$ cat src/tl_pkg.sv
package tl_pkg;

	localparam int unsigned TL_SLICES = 4;

	// bus map, byte addresses
	localparam logic [7:0] TL_ADDR_LUT    = 8'h00;
	localparam logic [7:0] TL_ADDR_MODE   = 8'h10;
	localparam logic [7:0] TL_ADDR_REGCFG = 8'h14;
	localparam logic [7:0] TL_ADDR_CTRL   = 8'h18;
	localparam logic [7:0] TL_ADDR_STATUS = 8'h1c;

	// mode register fields
	localparam int unsigned TL_F_MODE  = 0;
	localparam int unsigned TL_F_RIPOP = 8;
	localparam int unsigned TL_F_FAST  = 16;

	// register configuration fields
	localparam int unsigned TL_F_NEG   = 0;
	localparam int unsigned TL_F_LATCH = 1;
	localparam int unsigned TL_F_ASYNC = 2;
	localparam int unsigned TL_F_INIT  = 16;

	// control and status fields
	localparam int unsigned TL_F_USER = 0;
	localparam int unsigned TL_S_Q    = 0;
	localparam int unsigned TL_S_CO   = 8;
	localparam int unsigned TL_S_GEN  = 12;
	localparam int unsigned TL_S_PROP = 16;
	localparam int unsigned TL_S_CMP  = 20;

	// reset values
	localparam logic [31:0] TL_RST_MODE   = 32'h0000_0000;
	localparam logic [31:0] TL_RST_REGCFG = 32'h0000_0000;
	localparam logic [15:0] TL_RST_LUT    = 16'h0000;

	typedef enum logic [1:0] {
		TL_MODE_LOGIC  = 2'h0,
		TL_MODE_RIPPLE = 2'h1,
		TL_MODE_RAM    = 2'h3,
		TL_MODE_ROM    = 2'h2
	} tl_mode_t;

	typedef enum logic [1:0] {
		TL_ROP_ADD    = 2'h0,
		TL_ROP_SUB    = 2'h1,
		TL_ROP_ADDSUB = 2'h3,
		TL_ROP_COUNT  = 2'h2
	} tl_rop_t;

endpackage

$ cat src/tl_logic_tile.sv
// The implementer's own choices: the Wishbone interface to the registers and the register offsets.
`timescale 1ns/10ps

module tl_logic_tile (
	input  wire logic                clk_i,
	input  wire logic                rst_i,
	input  wire logic                cyc_i,
	input  wire logic                stb_i,
	input  wire logic                we_i,
	input  wire logic [7:0]          adr_i,
	input  wire logic [3:0]          sel_i,
	input  wire logic [31:0]         dat_i,
	output logic      [31:0]         dat_o,
	output logic                     ack_o,
	input  wire logic [3:0][7:0]     lut_in_i,
	input  wire logic [3:0][1:0]     multipurpose_in_i,
	input  wire logic [3:0]          clk_enable_i,
	input  wire logic [3:0]          local_set_reset_i,
	input  wire logic [3:0]          slice_clk_i,
	input  wire logic                carry_chain_in_i,
	output logic      [3:0]          lut_bypass_out_a_o,
	output logic      [3:0]          lut_bypass_out_b_o,
	output logic      [3:0]          reg_out_a_o,
	output logic      [3:0]          reg_out_b_o,
	output logic      [3:0]          wide_mux_out_low_o,
	output logic      [3:0]          wide_mux_out_high_o,
	output logic                     carry_chain_out_o
);
	import tl_pkg::*;

	logic [31:0] mode_cfg;
	logic [31:0] next_mode_cfg;
	logic [31:0] reg_cfg;
	logic [31:0] next_reg_cfg;
	logic        user_mode;
	logic        next_user_mode;
	logic        ack;
	logic        next_ack;
	logic [31:0] rdata;
	logic [31:0] next_rdata;
	logic [15:0] lut_mem      [TL_SLICES][2];
	logic [15:0] next_lut_mem [TL_SLICES][2];
	logic [3:0][1:0] q;
	logic [3:0][1:0] next_q;
	logic [3:0]  clk_prev;
	logic [3:0]  next_clk_prev;

	wire  [4:0]  chain;
	wire  [3:0]  f0;
	wire  [3:0]  f1;
	wire  [3:0]  wide_mux_out_low;
	wire  [3:0]  cap;
	wire  [3:0]  rip;
	wire  [3:0]  gen_t;
	wire  [3:0]  prop_t;
	wire  [3:0][1:0] d;
	wire  [3:0][2:0] cmp;
	wire  [31:0] status;
	wire         req;
	wire         ram_we;
	wire  [3:0]  ram_addr;
	wire  [3:0]  ram_data;

	function automatic logic [31:0] tl_merge(input logic [31:0] old,
		input logic [31:0] nw, input logic [3:0] sel);
		logic [31:0] r;
		r = old;
		for (int i = 0; i < 4; i++)
		begin
			if (sel[i])
			begin
				r[8*i +: 8] = nw[8*i +: 8];
			end
		end
		return r;
	endfunction

	// 3-bit result: carry or borrow out on top
	function automatic logic [2:0] tl_arith(input logic [1:0] a,
		input logic [1:0] b, input logic [1:0] qv, input tl_rop_t op,
		input logic ctl, input logic cin);
		logic [2:0] add;
		logic [2:0] sub;
		logic [2:0] r;
		add = {1'b0, a} + {1'b0, b} + {2'h0, cin};
		sub = {1'b0, a} + {1'b0, ~b} + {2'h0, cin};
		r = add;
		unique case (op)
			TL_ROP_ADD:    r = add;
			TL_ROP_SUB:    r = sub;
			TL_ROP_ADDSUB: r = ctl ? add : sub;
			TL_ROP_COUNT:  r = ctl ? {1'b0, qv} + {2'h0, cin}
				: {1'b0, qv} - {2'h0, cin};
		endcase
		return r;
	endfunction

	assign chain[0] = carry_chain_in_i;
	assign req      = cyc_i && stb_i && !ack;

	genvar s;
	generate
		for (s = 0; s < TL_SLICES; s++)
		begin : g_slice
			wire       [3:0] ia;
			wire       [3:0] ib;
			wire       [1:0] opa;
			wire       [1:0] opb;
			wire             fast;
			wire             cin;
			wire             act;
			wire             prev_act;
			wire       [2:0] r;
			wire       [2:0] r0;
			wire       [2:0] r1;
			tl_rop_t         op;
			tl_mode_t        md;

			assign ia  = lut_in_i[s][3:0];
			assign ib  = lut_in_i[s][7:4];
			assign md  = tl_mode_t'(mode_cfg[TL_F_MODE + 2*s +: 2]);
			assign op  = tl_rop_t'(mode_cfg[TL_F_RIPOP + 2*s +: 2]);
			assign rip[s] = (md == TL_MODE_RIPPLE);
			// operands are the A and B pins of both halves
			assign opa = {ib[0], ia[0]};
			assign opb = {ib[1], ia[1]};
			// chain input ignored unless fast carry is enabled
			assign fast = mode_cfg[TL_F_FAST + s] && rip[s];
			assign cin  = fast && chain[s];
			assign r  = tl_arith(opa, opb, q[s], op, ia[2], cin);
			assign r0 = tl_arith(opa, opb, q[s], op, ia[2], 1'b0);
			assign r1 = tl_arith(opa, opb, q[s], op, ia[2], 1'b1);
			assign gen_t[s]  = fast && r0[2];
			assign prop_t[s] = fast && r1[2] && !r0[2];
			assign chain[s+1] = gen_t[s] || (prop_t[s] && chain[s]);
			assign cmp[s] = {opa <= opb, opa != opb, opa >= opb};
			// ROM and RAM read through the same table as logic mode
			assign f0[s] = rip[s] ? r[0] : lut_mem[s][0][ia];
			assign f1[s] = rip[s] ? r[1] : lut_mem[s][1][ib];
			assign wide_mux_out_low[s] = multipurpose_in_i[s][0] ? f1[s] : f0[s];
			// counter preload of operand A when the first mux input is high
			assign d[s] = (rip[s] && op == TL_ROP_COUNT && multipurpose_in_i[s][0])
				? opa : {f1[s], f0[s]};
			assign act      = slice_clk_i[s] ^ reg_cfg[4*s + TL_F_NEG];
			assign prev_act = clk_prev[s] ^ reg_cfg[4*s + TL_F_NEG];
			assign cap[s] = reg_cfg[4*s + TL_F_LATCH] ? act
				: (act && !prev_act);
		end
	endgenerate

	// the low-index tile gates its half with m1; routing ORs the two halves
	assign wide_mux_out_high_o[1] = multipurpose_in_i[1][1] ? wide_mux_out_low[1] : wide_mux_out_low[0];
	assign wide_mux_out_high_o[3] = multipurpose_in_i[3][1] ? wide_mux_out_low[3] : wide_mux_out_low[2];
	assign wide_mux_out_high_o[2] = multipurpose_in_i[2][1]
		? wide_mux_out_high_o[3] : wide_mux_out_high_o[1];
	assign wide_mux_out_high_o[0] = multipurpose_in_i[0][1]
		&& wide_mux_out_high_o[2];

	assign lut_bypass_out_a_o = f0;
	assign lut_bypass_out_b_o = f1;
	assign wide_mux_out_low_o = wide_mux_out_low;
	assign carry_chain_out_o  = chain[4];

	// slice 2 supplies write strobe, address and data for slices 0 and 1
	assign ram_we   = user_mode && cap[2] && local_set_reset_i[2];
	assign ram_addr = lut_in_i[2][3:0];
	assign ram_data = lut_in_i[2][7:4];

	assign status = {cmp, prop_t, gen_t, chain[4:1], q};

	// configuration and bus slave
	always_comb
	begin
		next_mode_cfg  = mode_cfg;
		next_reg_cfg   = reg_cfg;
		next_user_mode = user_mode;
		next_ack       = req;
		next_rdata     = 32'h0000_0000;
		if (req && we_i)
		begin
			unique case (adr_i)
				TL_ADDR_MODE:   next_mode_cfg = tl_merge(mode_cfg, dat_i, sel_i);
				TL_ADDR_REGCFG: next_reg_cfg  = tl_merge(reg_cfg, dat_i, sel_i);
				TL_ADDR_CTRL:   if (sel_i[0]) next_user_mode = dat_i[TL_F_USER];
				default:        next_user_mode = user_mode;
			endcase
		end
		// slice 3 has no RAM: a RAM request for it falls back to logic
		if (next_mode_cfg[TL_F_MODE + 6 +: 2] == TL_MODE_RAM)
		begin
			next_mode_cfg[TL_F_MODE + 6 +: 2] = TL_MODE_LOGIC;
		end
		if (req && !we_i)
		begin
			unique case (adr_i)
				TL_ADDR_MODE:   next_rdata = mode_cfg;
				TL_ADDR_REGCFG: next_rdata = reg_cfg;
				TL_ADDR_CTRL:   next_rdata = {31'h0, user_mode};
				TL_ADDR_STATUS: next_rdata = status;
				default:
				begin
					for (int i = 0; i < TL_SLICES; i++)
					begin
						if (adr_i == TL_ADDR_LUT + 8'(4*i))
						begin
							next_rdata = {lut_mem[i][1], lut_mem[i][0]};
						end
					end
				end
			endcase
		end
	end

	always_ff @(posedge clk_i)
	begin
		if (rst_i)
		begin
			mode_cfg  <= TL_RST_MODE;
			reg_cfg   <= TL_RST_REGCFG;
			user_mode <= 1'b0;
			ack       <= 1'b0;
			rdata     <= 32'h0000_0000;
		end
		else
		begin
			mode_cfg  <= next_mode_cfg;
			reg_cfg   <= next_reg_cfg;
			user_mode <= next_user_mode;
			ack       <= next_ack;
			rdata     <= next_rdata;
		end
	end

	assign ack_o = ack;
	assign dat_o = rdata;

	// lookup tables: bus preload and distributed RAM writes
	always_comb
	begin
		for (int i = 0; i < TL_SLICES; i++)
		begin
			next_lut_mem[i][0] = lut_mem[i][0];
			next_lut_mem[i][1] = lut_mem[i][1];
			if (req && we_i && adr_i == TL_ADDR_LUT + 8'(4*i))
			begin
				{next_lut_mem[i][1], next_lut_mem[i][0]} = tl_merge(
					{lut_mem[i][1], lut_mem[i][0]}, dat_i, sel_i);
			end
		end
		// bus preload wins a same-cycle clash with a RAM write
		for (int i = 0; i < 2; i++)
		begin
			if (ram_we && !(req && we_i)
				&& mode_cfg[TL_F_MODE + 2*i +: 2] == TL_MODE_RAM)
			begin
				next_lut_mem[i][0][ram_addr] = ram_data[2*i];
				next_lut_mem[i][1][ram_addr] = ram_data[2*i + 1];
			end
		end
	end

	always_ff @(posedge clk_i)
	begin
		if (rst_i)
		begin
			for (int i = 0; i < TL_SLICES; i++)
			begin
				lut_mem[i][0] <= TL_RST_LUT;
				lut_mem[i][1] <= TL_RST_LUT;
			end
		end
		else
		begin
			lut_mem <= next_lut_mem;
		end
	end

	// slice registers; async set/reset acts on the next system edge, the
	// closest a single-clock model gets to a truly asynchronous path
	always_comb
	begin
		next_clk_prev = slice_clk_i;
		for (int i = 0; i < TL_SLICES; i++)
		begin
			next_q[i] = q[i];
			if (!user_mode)
			begin
				next_q[i] = reg_cfg[TL_F_INIT + 2*i +: 2];
			end
			else if (reg_cfg[4*i + TL_F_ASYNC] && local_set_reset_i[i])
			begin
				next_q[i] = reg_cfg[TL_F_INIT + 2*i +: 2];
			end
			else if (cap[i])
			begin
				if (local_set_reset_i[i] && !reg_cfg[4*i + TL_F_ASYNC])
				begin
					next_q[i] = reg_cfg[TL_F_INIT + 2*i +: 2];
				end
				else if (clk_enable_i[i])
				begin
					next_q[i] = d[i];
				end
			end
		end
	end

	always_ff @(posedge clk_i)
	begin
		if (rst_i)
		begin
			q        <= '0;
			clk_prev <= 4'h0;
		end
		else
		begin
			q        <= next_q;
			clk_prev <= next_clk_prev;
		end
	end

	always_comb
	begin
		for (int i = 0; i < TL_SLICES; i++)
		begin
			reg_out_a_o[i] = q[i][0];
			reg_out_b_o[i] = q[i][1];
		end
	end

endmodule

$ cat config.mk
export PLATFORM = sky130hd
export DESIGN_NAME = tl_logic_tile
export DESIGN_NICKNAME = d
export VERILOG_FILES = /design/src/tl_pkg.sv /design/src/tl_logic_tile.sv
export SDC_FILE = /design/constraint.sdc
export NUM_CORES = 1
export LEC_CHECK = 0
export BUFFER_PORTS_ARGS = -buffer_cell sky130_fd_sc_hd__buf_2
export CORE_MARGIN = 2
export CORE_UTILIZATION = 50
export DETAILED_ROUTE_END_ITERATION = 10
export GPL_TIMING_DRIVEN = 0
export PLACE_DENSITY = 0.7
export SETUP_SLACK_MARGIN = 0.5
export SLEW_MARGIN = 20
export SYNTH_ARGS = -nofsm -noshare
export SYNTH_HDL_FRONTEND = slang
export SYNTH_SLANG_ARGS = --single-unit
$ cat constraint.sdc
create_clock -name clk_i -period 10.4 [get_ports clk_i]
set_input_delay 0 -clock clk_i [delete_from_list [all_inputs] [get_ports clk_i]]
set_output_delay 0 -clock clk_i [all_outputs]
set_load 0.02 [all_outputs]
-- Word-level counts from Yosys, hierarchy flattened
Cells that the tools add are included.
W data, S select, Z words.
- latch bits: 0
- bits in read-only memories: 0
- logic and storage cells: 360
- memories kept: 0
- input port bits: 102
- bits in registers: 238
- RAM bits: 0
- div/mod/pow operators: 0
- mux-type cells: 117
- multiply operators: 0
- $lt $le $gt $ge: 17
- reduce and logical (&&, ||, !) cells: 106
- shift-type cells: 0
- equality and inequality tests: 38
- bitwise operators: 13
- add/sub/neg operators: 40
- operators with widths (cell ; count):
    $mux W32 ; 8
    $pmux W32 S4 ; 1
    $pmux W3 S4 ; 8
    $mux W8 ; 11
    $bwmux W16 ; 4
    $mux W2 ; 32
    $logic_and A1 B1 Y1 ; 59
    $lt A4 B5 Y1 const B ; 8
    $mux W3 ; 12
    $bmux W1 S4 ; 8
    $eq A8 B5 Y1 const B ; 4
    $pmux W2 S4 ; 4
    $mux W1 ; 28
    $reduce_and A3 Y1 ; 9
    $add A2 B1 Y2 ; 12
    $add A2 B2 Y3 ; 8
    $add A3 B1 Y3 const B ; 8
    $reduce_and A2 Y1 ; 12
    $eq A2 B2 Y1 const B ; 11
    $eq A2 B1 Y1 const B ; 8
    $eq A8 B4 Y1 const B ; 2
    $ne A4 B2 Y1 const B ; 4
    $logic_not A1 Y1 ; 15
    $add A2 B1 Y3 const B ; 4
    16 further kinds ; 51

-- Longest topological paths before layout
- depth after elaboration: 24
- gate-level depth with buffers: 21
- depth with buffers taken out: 21

-- Worst setup path after synthesis
No wires, ideal clock.
- kind: input-to-output
- from: input port lut_in_i[1] (netlist name)
- to: output port wide_mux_out_high_o[0]
- data arrival time: 3875 ps
- data required time: 10400 ps
- cell stages on the path: 19
- setup slack: 6525 ps
- cell sequence: inv_1 ha_1 inv_1 fa_1 nor2b_1 xnor2_1 a32oi_2 o221ai_4 nor2b_1 ha_1 xor2_1 o22ai_1 a22oi_1 mux2i_1 a211oi_1 a31oi_1 a211oi_1 o21ai_1 a21oi_1
- RTL lines (item ; RTL line ; source):
    from (decl) ; tl_logic_tile.sv:15 ; input wire logic [3:0][7:0] lut_in_i,
    $not A2 Y2 ; tl_logic_tile.sv:86 ; sub = {1'b0, a} + {1'b0, ~b} + {2'h0, cin};
    $add A2 B2 Y3 ; tl_logic_tile.sv:86 ;
    $add A3 B1 Y3 ; tl_logic_tile.sv:86 ;
    $mux W3 ; tl_logic_tile.sv:91 ; TL_ROP_ADDSUB: r = ctl ? add : sub;
    $pmux W3 S4 ; tl_logic_tile.sv:88 ; unique case (op)
    $logic_and A1 B1 Y1 (2 in a row) ; tl_logic_tile.sv:134 ; assign prop_t[s] = fast && r1[2] && !r0[2];
    $logic_and A1 B1 Y1 ; tl_logic_tile.sv:135 ; assign chain[s+1] = gen_t[s] || (prop_t[s] && chain[s]);
    $logic_or A1 B1 Y1 ; tl_logic_tile.sv:135 ;
    [2 not listed] ; -- ;
    $mux W2 (on tied branches) ; tl_logic_tile.sv:92, tl_logic_tile.sv:91 ;
    $pmux W2 S4 ; tl_logic_tile.sv:88 ;
    $mux W1 (on tied branches) ; tl_logic_tile.sv:138, tl_logic_tile.sv:139 ;
    $mux W1 ; tl_logic_tile.sv:140 ; assign wide_mux_out_low[s] = multipurpose_in_i[s][0] ? f1[s] : f0[s];
    $mux W1 * ; tl_logic_tile.sv:152 ; assign wide_mux_out_high_o[1] = multipurpose_in_i[1][1] ? wide_mux_out_low[1] : wide_mux_out_low[0];
    named net wide_mux_out_high_o[1] ; tl_logic_tile.sv:26 ; output logic [3:0] wide_mux_out_high_o,
    $mux W1 * ; tl_logic_tile.sv:155 ; ? wide_mux_out_high_o[3] : wide_mux_out_high_o[1];
    $logic_and A1 B1 Y1 * ; tl_logic_tile.sv:157 ; && wide_mux_out_high_o[2];
    to (decl) ; tl_logic_tile.sv:26 ;
The timed path passes the listed nets; every way through them passes the cells marked *. The select of a mux whose other input is x is not followed.

-- Final worst setup path
- from: input port lut_in_i[0] (netlist name)
- to: output port wide_mux_out_high_o[0]
- longest elaborated chain between the ends: 21
- ends and longest elaborated chain (item ; RTL line ; source):
    $add A2 B2 Y3 (on tied branches) ; tl_logic_tile.sv:86, tl_logic_tile.sv:85 ;
    $add A3 B1 Y3 (on tied branches) ; tl_logic_tile.sv:86, tl_logic_tile.sv:85 ;
    $mux W3 ; tl_logic_tile.sv:91 ;
    $pmux W3 S4 ; tl_logic_tile.sv:88 ;
    $logic_and A1 B1 Y1 (2 in a row) ; tl_logic_tile.sv:134 ;
    $logic_and A1 B1 Y1 ; tl_logic_tile.sv:135 ;
    $logic_or A1 B1 Y1 ; tl_logic_tile.sv:135 ;
    $logic_and A1 B1 Y1 ; tl_logic_tile.sv:135 ;
    [4 not listed] ; -- ;
    $sub A2 B1 Y2, or another cell as far along ; tl_logic_tile.sv:93 ; : {1'b0, qv} - {2'h0, cin};
    $mux W2 (on tied branches) ; tl_logic_tile.sv:92, tl_logic_tile.sv:91 ;
    $pmux W2 S4 ; tl_logic_tile.sv:88 ;
    $mux W1 (on tied branches) ; tl_logic_tile.sv:138, tl_logic_tile.sv:139 ;
    $mux W1 ; tl_logic_tile.sv:140 ;
    $mux W1 ; tl_logic_tile.sv:153 ; assign wide_mux_out_high_o[3] = multipurpose_in_i[3][1] ? wide_mux_out_low[3] : wide_mux_out_low[2];
    $mux W1 * ; tl_logic_tile.sv:155 ;
    $logic_and A1 B1 Y1 * ; tl_logic_tile.sv:157 ;
Every way passes the cells marked *; elsewhere a longest branch is shown, timed or not. The select of a mux whose other input is x is not followed.

==> run_results.csv <==
group,metric,value,unit
cts,clock_latency,0.55,ns
route,postRouteAntennaNets,0,
critical_path,reg2reg_slack,6.58,ns
pwr,pwr-share-comb,0.112,
finish,layout-drive-gt1-share,0.150,
floorplanning,dieHeight,172,microns
sta,rsz0062_at_grt,"no",
yosys,synthCells,1632,
yosys,synth_fp_nets,1775,
route,num_vias,14266,
floorplanning,start_util,0.509,
pwr,swShare,0.268,
route,dr.pass1.iters,7,
yosys,synth_area_per_cell,8.66,sq um
critical_path,endpoint,"wide_mux_out_high_o[0]",
global_route,grtUsageMet1,0.522,
floorplanning,num_rows,61,
yosys,synth_area_leaders,"dfxtp_1 34%, mux2i_1 15%, mux4_2 7.0%",
sta,hold_violations,0,
route,wl,58900,microns
pwr,vdd_ir_drop_max,112,uV
critical_path,cp.required,10.40,ns
critical_path,path_cells,"dlygate4sd3_1 -> buf_2 -> ha_1 -> inv_1 -> fa_1 -> nor2b_1 -> xnor2_1 -> a32oi_2 -> o221ai_4 -> a21oi_2 -> o21ai_4 -> nor2b_1 -> ha_1 -> xor2_1 -> mux2i_1 -> a221oi_1 -> nor2_1 -> o21a_1 -> nand2b_1 -> nor3b_1 -> o21ai_1 -> a21oi_1 -> buf_2",
pwr,p_leak,0.00683,uW
pwr,power.switching,576,uW
yosys,ys_seq_area_frac,0.337,
critical_path,r2r_end,"reg_out_a_o[2]$_SDFFE_PP0P_",
floorplanning,io_pins,160,
global_route,met2_usage,0.615,
yosys,synth.distinct_cells,68,
yosys,ys.flop_type,"dfxtp_1",
sta,timing.final.crit_share,0.475,
cts,postCtsHoldBufs,52,
finish,finish.net_count,2010,
sta,layout_setup_ws,5.45,ns
cts,cts.clk_slew.worst_paths,0.07,ns
sta,finalCriticalPeriod,4.95,ns
sta,max_freq,0.202,GHz
critical_path,timing.rr.start,"mode_cfg[2]$_SDFFE_PP0P_",
global_route,grt_pass1_wl,84500,microns
job,drv_cap,0,
critical_path,critical_path.endpoint_type,"output pin",
global_route,grt_max_degree,14,
outcome,status,"completed",
global_route,grt_pass1_vias,13000,
global_route,grt_overflow,0,
global_route,use_met3,0.0767,
pwr,p_int,1570,uW
critical_path,cp_data_arrival_time,4.95,ns
global_route,grt_busiest_layer,"met2",
placed_design,io_buffers,154,
pwr,seqPwrFrac,0.425,
route,drcViolationCount,0,
cts,cts_tree,"yes",
yosys,synth_seq_cells,238,
finish,num-fill-cells,2512,
placed_design,place_ws,5.68,ns
critical_path,cp_slowest_cell,"dlygate4sd3_1",
global_route,grt_antenna_before_repair,3,
global_route,grtUsageTotal,0.394,
critical_path,r2r_cells,16,
pwr,p_per_area,128,nW/um^2
cts,cts_setup_buffers,0,
sta,tns,0,ns
yosys,yosysTopAreaCell,"dfxtp_1",
critical_path,startpoint,"lut_in_i[0]",
sta,fin_worst_skew,0.0157,ns
floorplanning,dieArea,29600,sq um
yosys,synth_edf_count,0,
floorplanning,die_x,172,microns
critical_path,path_max_fanout,9,
yosys,yosys_warnings,0,
sta,max_slew_margin,0.183,
cts,h-tree-depth,1,
pwr,p_clk_frac,0.463,
cts,numCtsBuffers,27,
route,wire_per_inst,26.0,microns
critical_path,cpPeakStageDelay,0.53,ns
cts,cts_max_path_buffers,3,
sta,worst_pin_slew,1.22,ns
route,first_iter_violations,1915,
yosys,yosysMostFrequentCell,"nor2_1",
sta,setup_violations,0,
cts,cts.sinks,238,
floorplanning,coreArea,27800,sq um
sta,slew_violations,0,
min_path,hold_path_class,"primary input to register",
cts,root_buffer,"clkbuf_16",
placed_design,place_hpwl,46000,microns
yosys,synth_top_area_frac,0.337,
yosys,yosys-top-cells-count,"259 x nor2_1, 238 x dfxtp_1, 215 x mux2i_1",
yosys,synth-async-reset-ratio,0,
critical_path,crit_type,"primary input to output pin",
yosys,netlist_area,14100,sq um
route,via_per_inst,6.30,
placed_design,place_congestion,1.00,
cts,post_cts_resized,0,
finish,area_delta_synth_final,18.9,%
critical_path,setup.worst_path.start_class,"primary input",
## area by class of cell
cell class                 count  area (sq um)  area share
multi-input combinational   1250          8810       0.524
sequential                   238          4760       0.283
timing repair buffer         206          1290      0.0768
clock buffer                  36           749      0.0446
tap                          378           473      0.0281
buffer                        95           385      0.0229
inverter                      49           184      0.0109
clock inverter                13           155     0.00923
antenna                        1          2.50    0.000149
## worst max-delay path, delay by kind of cell
kind,cells,cell delay [ns]
buf+inv,4,0.92
mux,1,0.11
xor+xnor,2,0.37
fa+ha+maj,3,0.82
compound gates,8,1.90
simple gates,5,0.81
## kinds of logic (layout without fill, tap and decap cells)
| group | Yosys count | in the layout | share of synthesized area |
|---|---|---|---|
| and+or+nand+nor | 598 | 598 | 0.184 |
| AOI/OAI and AO/OA | 322 | 322 | 0.157 |
| muxes | 266 | 266 | 0.228 |
| DFF | 238 | 238 | 0.337 |
| buffers and inverters | 144 | 399 | 0.0403 |
| adders and majority gates | 41 | 41 | 0.0405 |
| xor gates and xnor gates | 23 | 23 | 0.0142 |
| other | 0 | 1 | 0 |
## routing by layer
metal	up-vias	share of wire
met2	988	0.44
met3	179	0.12
li1	6344	-
met1	6751	0.39
met5	-	0.00041
met4	4	0.057
## cell usage in the layout (no fill, tap or decap), drive strengths merged, types with 4 or more instances in the layout
| master | n |
|---|---|
| inv | 50 |
| and2 | 21 |
| mux2 | 7 |
| xnor2 | 15 |
| o21ai | 70 |
| a21boi | 4 |
| nand3 | 32 |
| nand2 | 198 |
| buf | 180 |
| clkbuf | 105 |
| mux2i | 215 |
| ha | 33 |
| mux4 | 44 |
| o21a | 5 |
| a311o | 4 |
| o211ai | 15 |
| dfxtp | 238 |
| and3 | 7 |
| a22oi | 6 |
| a311oi | 10 |
| clkinv | 9 |
| a21oi | 73 |
| fa | 8 |
| a221oi | 10 |
| nand2b | 14 |
| a31oi | 7 |
| dlygate4sd3 | 52 |
| xor2 | 8 |
| nor3 | 11 |
| nor2b | 22 |
| o22ai | 12 |
| nor2 | 267 |
| nand4 | 6 |
| a211oi | 61 |
| a222oi | 22 |
## sequential cells by signal, summed over array words and instances, names as in the netlist
name,flops
clk_prev,4
dat_o,32
ack_o,1
user_mode,1
reg_out_a_o,4
lut_mem,128
mode_cfg,32
reg_out_b_o,4
reg_cfg,32
## metrics by stage
stage / hold WS [ns] / area, sq um / instances / utilization / total power [uW]
floorplan: 0.128 / 14100 / 1632 / - / 1050
global placement: 0.236 / 15400 / 2164 / 0.554 / 1150
detailed placement: 0.246 / 15400 / 2164 / 0.554 / 1150
CTS: 0.0330 / 16800 / 2265 / 0.605 / 2140
global route: 0.0417 / 16800 / 2265 / 0.605 / 2190
finish: 0.0426 / 16800 / 2266 / 0.605 / 2150
## how the worst min path moves through the flow
stage                    startpoint                           to  slack (ns)  cells after the start
2_1_floorplan        slice_clk_i[0]       clk_prev[0]$_SDFF_PP0_        0.13                      1
3_3_place_gp         slice_clk_i[2]       clk_prev[2]$_SDFF_PP0_        0.24                      2
3_5_place_dp         slice_clk_i[0]       clk_prev[0]$_SDFF_PP0_        0.25                      2
4_1_cts        local_set_reset_i[1]  reg_out_b_o[1]$_SDFFE_PP0P_        0.03                      5
5_1_grt        local_set_reset_i[1]  reg_out_b_o[1]$_SDFFE_PP0P_        0.04                      5
6_report       local_set_reset_i[1]  reg_out_b_o[1]$_SDFFE_PP0P_        0.04                      5
## power groups by stage
stage	clock [uW]	sequential [uW]	combinational (uW)
final	995	913	242
after global routing	1030	913	251
after CTS	990	913	232
after detailed placement	0	934	218
after global placement	0	934	216
after floorplan	0	934	113
Note: power is estimated with default switching activity, not from simulation.
